<file path="config.mk">
export PLATFORM = sky130hd
export DESIGN_NAME = low_power_mode_sequencer
export DESIGN_NICKNAME = d
export VERILOG_FILES = /design/src/lp_seq_pkg.sv /design/src/low_power_mode_sequencer.sv
export SDC_FILE = /design/constraint.sdc
export NUM_CORES = 1
export LEC_CHECK = 0
export BUFFER_PORTS_ARGS = -buffer_cell sky130_fd_sc_hd__buf_4
export CORE_MARGIN = 2
export CORE_UTILIZATION = 50
export CTS_CLUSTER_DIAMETER = 150
export DETAILED_ROUTE_END_ITERATION = 12
export GPL_TIMING_DRIVEN = 0
export HOLD_SLACK_MARGIN = 0.15
export PLACE_DENSITY = 0.73
export SLEW_MARGIN = 20
export SYNTH_ARGS = -nofsm -noshare
export SYNTH_HDL_FRONTEND = slang
export SYNTH_SLANG_ARGS = --single-unit
</file>
<file path="constraint.sdc">
create_clock -name clk -period 3.68 [get_ports clk]
set_input_delay 0.736 -clock clk [delete_from_list [all_inputs] [get_ports clk]]
set_output_delay 0.736 -clock clk [all_outputs]
set_load 0.02 [all_outputs]
</file>
<file path="src/lp_seq_pkg.sv">
// Purpose: shared constants and types for the low-power mode sequencer
// Assumes: one 100 MHz clock, synchronous active-high reset
// Notes: register offsets are byte addresses on the plain register port

package lp_seq_pkg;

	// ------------------------------------------------------------
	// timing
	// ------------------------------------------------------------
	localparam int CLK_PERIOD_NS = 10;
	localparam int WAKE_RST_NS = 100;
	// least time, so round up to whole cycles
	localparam int WAKE_RST_CYCLES = (WAKE_RST_NS + CLK_PERIOD_NS - 1) / CLK_PERIOD_NS;
	localparam logic [3:0] WAKE_RST_LOAD = 4'(WAKE_RST_CYCLES - 1);

	// ------------------------------------------------------------
	// register map and fields
	// ------------------------------------------------------------
	localparam logic [7:0] OFF_CTRL = 8'h00;
	localparam logic [7:0] OFF_STATUS = 8'h04;
	localparam logic [7:0] OFF_IRQ_STATUS = 8'h08;
	localparam logic [7:0] OFF_IRQ_MASK = 8'h0C;
	localparam int CTRL_W = 4;
	localparam int CTRL_STOP_LP_BIT = 0;
	localparam int CTRL_ALT_CLK_BIT = 1;
	localparam int CTRL_CLEAR_FLAG_BIT = 2;
	localparam int CTRL_SRAM_RET_BIT = 3;
	localparam logic [CTRL_W-1:0] CTRL_RESET = 4'h0;
	localparam logic [CTRL_W-1:0] CTRL_STORE_MASK = 4'hB;
	localparam int STATUS_STATE_LSB = 8;
	localparam int IRQ_W = 3;
	localparam int IRQ_SLEEP_BIT = 0;
	localparam int IRQ_STOP_BIT = 1;
	localparam int IRQ_STANDBY_BIT = 2;
	localparam logic [IRQ_W-1:0] IRQ_RESET = 3'h0;

	// ------------------------------------------------------------
	// pin synchroniser layout
	// ------------------------------------------------------------
	localparam int SYN_W = 23;
	localparam int SYN_EVT_MSB = 19;
	localparam int SYN_WAKE_PIN = 20;
	localparam int SYN_EXT_RST = 21;
	localparam int SYN_WDOG = 22;
	localparam logic [SYN_W-1:0] SYN_RESET = 23'h200000;
	// the voltage detector line (bit 3) cannot wake from standby
	localparam logic [SYN_EVT_MSB:0] STANDBY_EVT_MASK = 20'hFFFF7;

	// ------------------------------------------------------------
	// types
	// ------------------------------------------------------------
	typedef enum logic [4:0] {
		ST_RUN = 5'h01,
		ST_SLEEP = 5'h02,
		ST_STOP = 5'h04,
		ST_STANDBY = 5'h08,
		ST_WAKERST = 5'h10
	} seqState_t;

	typedef enum logic [1:0] {
		MODE_SLEEP = 2'h0,
		MODE_STOP = 2'h1,
		MODE_STANDBY = 2'h2
	} lpMode_t;

	typedef enum logic [1:0] {
		REG_ON = 2'h0,
		REG_LOW_POWER = 2'h1,
		REG_OFF = 2'h2
	} regMode_t;

	typedef struct packed {
		regMode_t regMode;
		logic cpuClkEn;
		logic periphClkEn;
		logic flashLowPower;
		logic flashPowerOff;
		logic pllAllow;
		logic intOscAllow;
		logic extOscAllow;
		logic wakeCircuitOnly;
		logic sramRetain;
		logic sysClkIntOsc;
	} powerCtrl_t;

	typedef struct packed {
		logic [7:0] addr;
		logic [31:0] wrData;
		logic wrEn;
		logic rdEn;
	} regReq_t;

	typedef struct packed {
		logic [15:0] lines;
		logic voltDetect;
		logic rtcAlarm;
		logic netWake;
		logic usbWake;
	} wakeLines_t;

	localparam powerCtrl_t PWR_RUN = '{REG_ON, 1'b1, 1'b1, 1'b0, 1'b0, 1'b1, 1'b1, 1'b1,
		1'b0, 1'b0, 1'b1};

endpackage

</file>
<file path="src/low_power_mode_sequencer.sv">
// Purpose: sequences run, sleep, stop and standby power states of the core
// Assumes: rst is the power-on reset; sysReset is the reset that this block issues
// Notes: outputs are registered; ce low freezes every flip-flop
//
// Functional notes
// - any reset completes with the regulator in normal full-power mode
// - stop runs the regulator in low power if software selected it, else normal
// - standby switches the regulator off, output high impedance
// - exactly three low-power states: sleep, stop, standby, increasing depth
// - sleep gates only the processor clock, peripheral clocks keep running
// - sleep ends on any interrupt or wake event, without a reset
// - stop puts flash in low power and turns off PLL and fast oscillators
// - stop ends on an event line, reset pin or watchdog reset
// - standby powers only the wake circuit, flash and logic powered down
// - standby wake issues a system reset and sets the standby flag together
// - the standby flag clears only on power-on reset or by software writing the clear bit
// - standby keeps backup registers and optionally retained SRAM
// - standby ends on event line, reset pin, watchdog or wake pin rising edge
// - after any wake the internal oscillator is selected as system clock
// - after reset the core runs from the internal oscillator, enabled by default
//
// Implementation choices: strobed register access and the address map.

module low_power_mode_sequencer (
	input wire logic clk,
	input wire logic rst,
	input wire logic ce,
	input wire lp_seq_pkg::regReq_t regReq,
	output logic [31:0] rdData,
	input wire logic enterReq,
	input wire logic [1:0] modeReq,
	input wire logic irqPending,
	input wire lp_seq_pkg::wakeLines_t wakeLines,
	input wire logic wakeUpPin,
	input wire logic externalResetPin_n,
	input wire logic watchdogReset,
	output lp_seq_pkg::powerCtrl_t pwr,
	output logic sysReset,
	output logic irq
);
	import lp_seq_pkg::*;

	seqState_t state;
	seqState_t next_state;
	powerCtrl_t next_pwr;
	logic [3:0] rstCount;
	logic [CTRL_W-1:0] ctrlReg;
	logic standbyFlag;
	logic [IRQ_W-1:0] irqStatus;
	logic [IRQ_W-1:0] irqMask;
	logic [IRQ_W-1:0] next_irqStatus;
	logic [IRQ_W-1:0] next_irqMask;
	logic [SYN_W-1:0] asyncIn;
	logic [SYN_W-1:0] level;
	logic [SYN_W-1:0] rise;
	logic anyEvent;
	logic standbyEvent;
	logic wakePinRise;
	logic resetCause;
	logic wakeSleep;
	logic wakeStop;
	logic wakeStandby;
	logic wakeAny;
	logic wrCtrl;
	logic clearWrite;

	// ------------------------------------------------------------
	// pin synchronisers
	// ------------------------------------------------------------
	assign asyncIn = {watchdogReset, externalResetPin_n, wakeUpPin, wakeLines};

	// three stages per pin; the level moves only when stages two and three agree,
	// which filters a metastable first stage and single-cycle glitches
	for (genvar i = 0; i < SYN_W; i++) begin : gSync
		logic s1;
		logic s2;
		logic s3;
		logic lvl;
		logic lvlPrev;
		always_ff @(posedge clk) begin
			if (rst) begin
				s1 <= SYN_RESET[i];
				s2 <= SYN_RESET[i];
				s3 <= SYN_RESET[i];
				lvl <= SYN_RESET[i];
				lvlPrev <= SYN_RESET[i];
			end else if (ce) begin
				s1 <= asyncIn[i];
				s2 <= s1;
				s3 <= s2;
				if (s2 == s3) begin
					lvl <= s3;
				end
				lvlPrev <= lvl;
			end
		end
		assign level[i] = lvl;
		assign rise[i] = lvl & ~lvlPrev;
	end

	// ------------------------------------------------------------
	// wake and reset sources
	// ------------------------------------------------------------
	assign anyEvent = |rise[SYN_EVT_MSB:0];
	assign standbyEvent = |(rise[SYN_EVT_MSB:0] & STANDBY_EVT_MASK);
	assign wakePinRise = rise[SYN_WAKE_PIN];
	// reset pin is a level: while held low the block stays in its reset state
	assign resetCause = ~level[SYN_EXT_RST] | level[SYN_WDOG];
	assign wakeAny = wakeSleep | wakeStop | wakeStandby;

	// ------------------------------------------------------------
	// state sequencing
	// ------------------------------------------------------------
	// reset sources outrank everything; entry only from run on a request
	always_comb begin
		next_state = state;
		wakeSleep = 1'b0;
		wakeStop = 1'b0;
		wakeStandby = 1'b0;
		case (state)
			ST_RUN: begin
				if (resetCause) begin
					next_state = ST_WAKERST;
				end else if (enterReq) begin
					// unknown mode codes are ignored: only three states exist
					if (modeReq == MODE_SLEEP) begin
						next_state = ST_SLEEP;
					end else if (modeReq == MODE_STOP) begin
						next_state = ST_STOP;
					end else if (modeReq == MODE_STANDBY) begin
						next_state = ST_STANDBY;
					end
				end
			end
			ST_SLEEP: begin
				if (resetCause) begin
					next_state = ST_WAKERST;
				end else if (irqPending || anyEvent) begin
					next_state = ST_RUN;
					wakeSleep = 1'b1;
				end
			end
			ST_STOP: begin
				if (resetCause) begin
					next_state = ST_WAKERST;
				end else if (anyEvent) begin
					next_state = ST_RUN;
					wakeStop = 1'b1;
				end
			end
			ST_STANDBY: begin
				// core logic is unpowered, so every exit goes through reset
				if (resetCause || standbyEvent || wakePinRise) begin
					next_state = ST_WAKERST;
					wakeStandby = 1'b1;
				end
			end
			ST_WAKERST: begin
				if (rstCount == 4'h0 && !resetCause) begin
					next_state = ST_RUN;
				end
			end
			default: begin
				next_state = ST_RUN;
			end
		endcase
	end

	// state register
	always_ff @(posedge clk) begin
		if (rst) begin
			state <= ST_RUN;
		end else if (ce) begin
			state <= next_state;
		end
	end

	// reset pulse length; reloads while a reset source is still active
	always_ff @(posedge clk) begin
		if (rst) begin
			rstCount <= 4'h0;
		end else if (ce) begin
			if (next_state == ST_WAKERST && (state != ST_WAKERST || resetCause)) begin
				rstCount <= WAKE_RST_LOAD;
			end else if (rstCount != 4'h0) begin
				rstCount <= rstCount - 4'h1;
			end
		end
	end

	// system reset follows the reset state, registered with it
	always_ff @(posedge clk) begin
		if (rst) begin
			sysReset <= 1'b0;
		end else if (ce) begin
			sysReset <= (next_state == ST_WAKERST);
		end
	end

	// ------------------------------------------------------------
	// power and clock controls
	// ------------------------------------------------------------
	// decoded from the next state so the outputs change together with the state
	always_comb begin
		next_pwr = PWR_RUN;
		next_pwr.sysClkIntOsc = ~ctrlReg[CTRL_ALT_CLK_BIT] | wakeAny
			| (next_state == ST_WAKERST);
		case (next_state)
			ST_SLEEP: begin
				next_pwr.cpuClkEn = 1'b0;
			end
			ST_STOP: begin
				next_pwr.regMode = ctrlReg[CTRL_STOP_LP_BIT] ? REG_LOW_POWER : REG_ON;
				next_pwr.cpuClkEn = 1'b0;
				next_pwr.periphClkEn = 1'b0;
				next_pwr.flashLowPower = 1'b1;
				next_pwr.pllAllow = 1'b0;
				next_pwr.intOscAllow = 1'b0;
				next_pwr.extOscAllow = 1'b0;
			end
			ST_STANDBY: begin
				next_pwr.regMode = REG_OFF;
				next_pwr.cpuClkEn = 1'b0;
				next_pwr.periphClkEn = 1'b0;
				next_pwr.flashPowerOff = 1'b1;
				next_pwr.pllAllow = 1'b0;
				next_pwr.intOscAllow = 1'b0;
				next_pwr.extOscAllow = 1'b0;
				next_pwr.wakeCircuitOnly = 1'b1;
				next_pwr.sramRetain = ctrlReg[CTRL_SRAM_RET_BIT];
			end
			default: begin
				next_pwr.regMode = REG_ON;
			end
		endcase
	end

	// power control register
	always_ff @(posedge clk) begin
		if (rst) begin
			pwr <= PWR_RUN;
		end else if (ce) begin
			pwr <= next_pwr;
		end
	end

	// ------------------------------------------------------------
	// register port
	// ------------------------------------------------------------
	assign wrCtrl = regReq.wrEn && (regReq.addr == OFF_CTRL);
	assign clearWrite = wrCtrl && regReq.wrData[CTRL_CLEAR_FLAG_BIT];

	// control bits belong to the core domain and fall back on the wake reset
	always_ff @(posedge clk) begin
		if (rst) begin
			ctrlReg <= CTRL_RESET;
		end else if (ce) begin
			if (next_state == ST_WAKERST) begin
				ctrlReg <= CTRL_RESET;
			end else begin
				if (wrCtrl) begin
					ctrlReg <= regReq.wrData[CTRL_W-1:0] & CTRL_STORE_MASK;
				end
				if (wakeAny) begin
					ctrlReg[CTRL_ALT_CLK_BIT] <= 1'b0;
				end
			end
		end
	end

	// flag lives in the always-powered domain: the wake reset leaves it, only power-on reset or the clear bit clears it
	always_ff @(posedge clk) begin
		if (rst) begin
			standbyFlag <= 1'b0;
		end else if (ce) begin
			if (wakeStandby) begin
				standbyFlag <= 1'b1;
			end else if (clearWrite) begin
				standbyFlag <= 1'b0;
			end
		end
	end

	// sticky events, a read clears them but a new event in that cycle survives
	always_comb begin
		next_irqStatus = irqStatus;
		if (regReq.rdEn && regReq.addr == OFF_IRQ_STATUS) begin
			next_irqStatus = IRQ_RESET;
		end
		next_irqStatus[IRQ_SLEEP_BIT] = next_irqStatus[IRQ_SLEEP_BIT] | wakeSleep;
		next_irqStatus[IRQ_STOP_BIT] = next_irqStatus[IRQ_STOP_BIT] | wakeStop;
		next_irqStatus[IRQ_STANDBY_BIT] = next_irqStatus[IRQ_STANDBY_BIT] | wakeStandby;
		next_irqMask = irqMask;
		if (regReq.wrEn && regReq.addr == OFF_IRQ_MASK) begin
			next_irqMask = regReq.wrData[IRQ_W-1:0];
		end
	end

	// interrupt registers survive the wake reset so the standby event is seen
	always_ff @(posedge clk) begin
		if (rst) begin
			irqStatus <= IRQ_RESET;
			irqMask <= IRQ_RESET;
			irq <= 1'b0;
		end else if (ce) begin
			irqStatus <= next_irqStatus;
			irqMask <= next_irqMask;
			irq <= |(next_irqStatus & next_irqMask);
		end
	end

	// read data stands only in the cycle after the read strobe
	always_ff @(posedge clk) begin
		if (rst) begin
			rdData <= 32'h00000000;
		end else if (ce) begin
			if (!regReq.rdEn) begin
				rdData <= 32'h00000000;
			end else if (regReq.addr == OFF_CTRL) begin
				rdData <= 32'(ctrlReg);
			end else if (regReq.addr == OFF_STATUS) begin
				rdData <= 32'({state, 7'h00, standbyFlag});
			end else if (regReq.addr == OFF_IRQ_STATUS) begin
				rdData <= 32'(irqStatus);
			end else if (regReq.addr == OFF_IRQ_MASK) begin
				rdData <= 32'(irqMask);
			end else begin
				rdData <= 32'h00000000;
			end
		end
	end
endmodule

</file>
==> impl_results.md <==
* Buffers on Ports at 63
* Routed WL at 16100 um
* Synth Cell Area at 6570 um2
* I/O pins at 118
* Final GP Congestion at 0.886
* Hold path startpoint: gSync[15].s3$_SDFFE_PP0P_
* Reg2Reg Setup Slack at 1240 ps
* CP Class: reg2reg
* Worst reg2reg startpoint: gSync[1].lvl$_SDFFE_PP0P_
* H-tree lvl count at 4
* Register bit total from synthesis at 151
* Initial antenna violation count at 0
* Clock transition at path regs at 60 ps
* Most common cell in the netlist: dfxtp_1
* Cts repair resizes at 0
* Core ar. at 12700 um2
* Die W at 119 um
* Synth Area in Simple Gates at 16.9%
* Adder-cell share of the synthesized area at 0.190%
* Pre-CTS setup slack at 902 ps
* Num rows at 41
* Crit. End Element: register
* Min cycle time layout at 2440 ps
* Number of DRC markers in iteration 0 at 412
* Setup TNS at 0 ps
* Hold bufs inserted after CTS at 0
* Crit Path Max Fanout at 10
* Max-Cap Viols at 0
* Avg Cell Area, Syn at 9.03 um2
* DR WL/cell at 15.9 um
* GR Overflow Total at 0
* Synthesis warning total at 0
* Clock Latency Late Sink at 420 ps
* Hold slack at 452 ps
* Die Height at 119 um
* Area share of the largest cell type after synthesis at 46.0%
* Reg power frac at 44.0%
* Post-DP HPWL at 11700 um
* Number of global-route vias before repair at 5244
* RSZ-0062 raised after global routing: no
* Hold Vio Cnt, Final at 0
* Internal power at 0.00298 W
* Multiplexer area fraction after synthesis at 14.5%
* Largest family of logic cells by synthesized area: simple AND/OR/NAND/NOR gates
* Slew @ Worst Pin at 752 ps
* Clk pwr share at 44.4%
* Complex-gate fraction of the synthesized area at 15.5%
* HP Class: reg2reg
* CTS buffer count at 17
* Fin Clk Skew at 5.39 ps
* Clk root buf: clkbuf_16
* Fin area at 7930 um2
* TritonCTS clock tree: built
* Placed Area at 7340 um2
* Lkg Pwr at 3.56 nW
* Final Setup Violations at 0
* DRC at 0
* Starting Density at 51.7%
* Vias per cell at 5.44
* Final Cycle Share at 66.4%
* ANT nets after route at 0
* Worst setup path startpoint: gSync[1].lvl$_SDFFE_PP0P_
* Nets@finish at 905
* Worst slew margin at 49.9%
* Area leader, netlist: dfxtp_1
* GRT Util Overall at 23.3%
* TritonRoute pass-1 iters at 5
* Placed cell count at 985
* Via Count at 5524
* Largest net degree at the start of global routing at 17
* # diodes at 0
* EDFF count, synth at 0
* First-pass GRT wire length at 26000 um
* Die area at 14100 um2
* Yosys cell types at 61
* Net Sw Frac at 24.1%
* Seq/Total Area, Yosys at 46.0%
* Critical Path AT at 2760 ps
* Combinational group share of total power at 11.6%
* Status: finished clean
* Commonest cells post-synth: dfxtp_1, nor2_1, mux2i_1
* Async SR Flop Fraction at 0%
* Switch Pwr at 0.000945 W
* Sink Count at 151
* Pwr dens at 495 nW/um2
* Max Root-Sink Buffers at 2
* Primary FF master, synth: dfxtp_1
* Post-CTS setup buffers at 0
* VDD IR max at 0.288 mV
* Setup ws final at 1240 ps
* Slew Viols, Final at 0
* Worst Path Required at 3990 ps
* Crit start category: register
* Fmax at 409 MHz
* Synth Area in XOR/XNOR at 0.400%
* Synthesized instance count at 728
* Share of cells above drive strength 1 at 15.9%
* Post-route insts no fill at 1016
* Top post-synthesis cells by area: dfxtp_1, mux2i_1, nor2_1
* Area delta synth->final at 20.7%
power by group through the flow:
stage	Clock (W)	Sequential, W	Combinational [W]
after floorplan	0	0.00176	0.000319
after global placement	0	0.00176	0.000437
after detailed placement	0	0.00176	0.000450
after CTS	0.00177	0.00173	0.000452
after global routing	0.00184	0.00173	0.000494
final	0.00174	0.00173	0.000456
logic make-up after synthesis:
logic type | Yosys count
flip-flops | 151
adder cells (fa/ha/maj) | 1
AO/OA/AOI/OAI | 154
buffers and inverters | 86
AND/OR/NAND/NOR | 238
XOR/XNOR | 3
multiplexers | 94
other | 1
state kept, by name, indices dropped and copies added, names as in the netlist:
| signal | cells |
|---|---|
| gSync.lvlPrev | 21 |
| sysReset | 1 |
| standbyFlag | 1 |
| irq | 1 |
| gSync.s1 | 23 |
| state | 5 |
| irqStatus | 3 |
| ctrlReg | 3 |
| irqMask | 3 |
| pwr | 8 |
| gSync.lvl | 23 |
| rdData | 9 |
| gSync.s2 | 23 |
| gSync.s3 | 23 |
| rstCount | 4 |
through the flow:
stage / utilization [%] / power [W]
global route: 62.4 / 0.00407
detailed placement: 57.7 / 0.00221
finish: 62.4 / 0.00393
floorplan: - / 0.00208
global placement: 57.7 / 0.00220
CTS: 62.4 / 0.00395
final timing paths:
path / endpoint / cells after the start
setup / recovery: rstCount[3]$_SDFFE_PP0P_ / 6
setup reg to reg: rstCount[3]$_SDFFE_PP0P_ / 6
hold / removal: gSync[15].lvl$_SDFFE_PP0P_ / 2
hold reg to reg: gSync[15].lvl$_SDFFE_PP0P_ / 2
cell type report:
cell class	count	area, um2
multi-input cells	513	3210
repair buffers	63	473
clock inverters	7	120
fillers	1115	4790
clock buffers	24	472
well taps	172	215
flip-flops and latches	151	3020
plain buffers	72	372
inverters	14	52.6
critical path, stage by stage, from the launching register on:
cell	delay, ps
dfxtp_1	330
nor2b_1	160
a2111oi_2	520
nand3_1	350
o21ai_2	510
a21boi_0	190
o221a_2	270
layer usage:
metal  up-vias  wire length (um)  GRT usage, %
met2       171              7960          40.0
met5         -                 0             0
li1       2691                 -             -
met1      2634              7030          28.0
met3        28               799          4.92
met4         0               357          10.0
placed cells by master (no fill, tap or decap), types with 6 or more instances in the layout:
cell type and n:
clkbuf_16 17, nor3_1 9, a21oi_1 42, conb_1 23
nor2b_1 14, nand3_1 7, mux2i_1 92, and3_1 6
nand2_1 49, nand2b_1 11, a22oi_1 10, inv_1 14
dfxtp_1 151, nand4_1 6, buf_1 10, nor2_1 111
buf_4 90, o21ai_0 36, clkbuf_1 40, a21o_1 21
(Power assumes the default switching activity.)
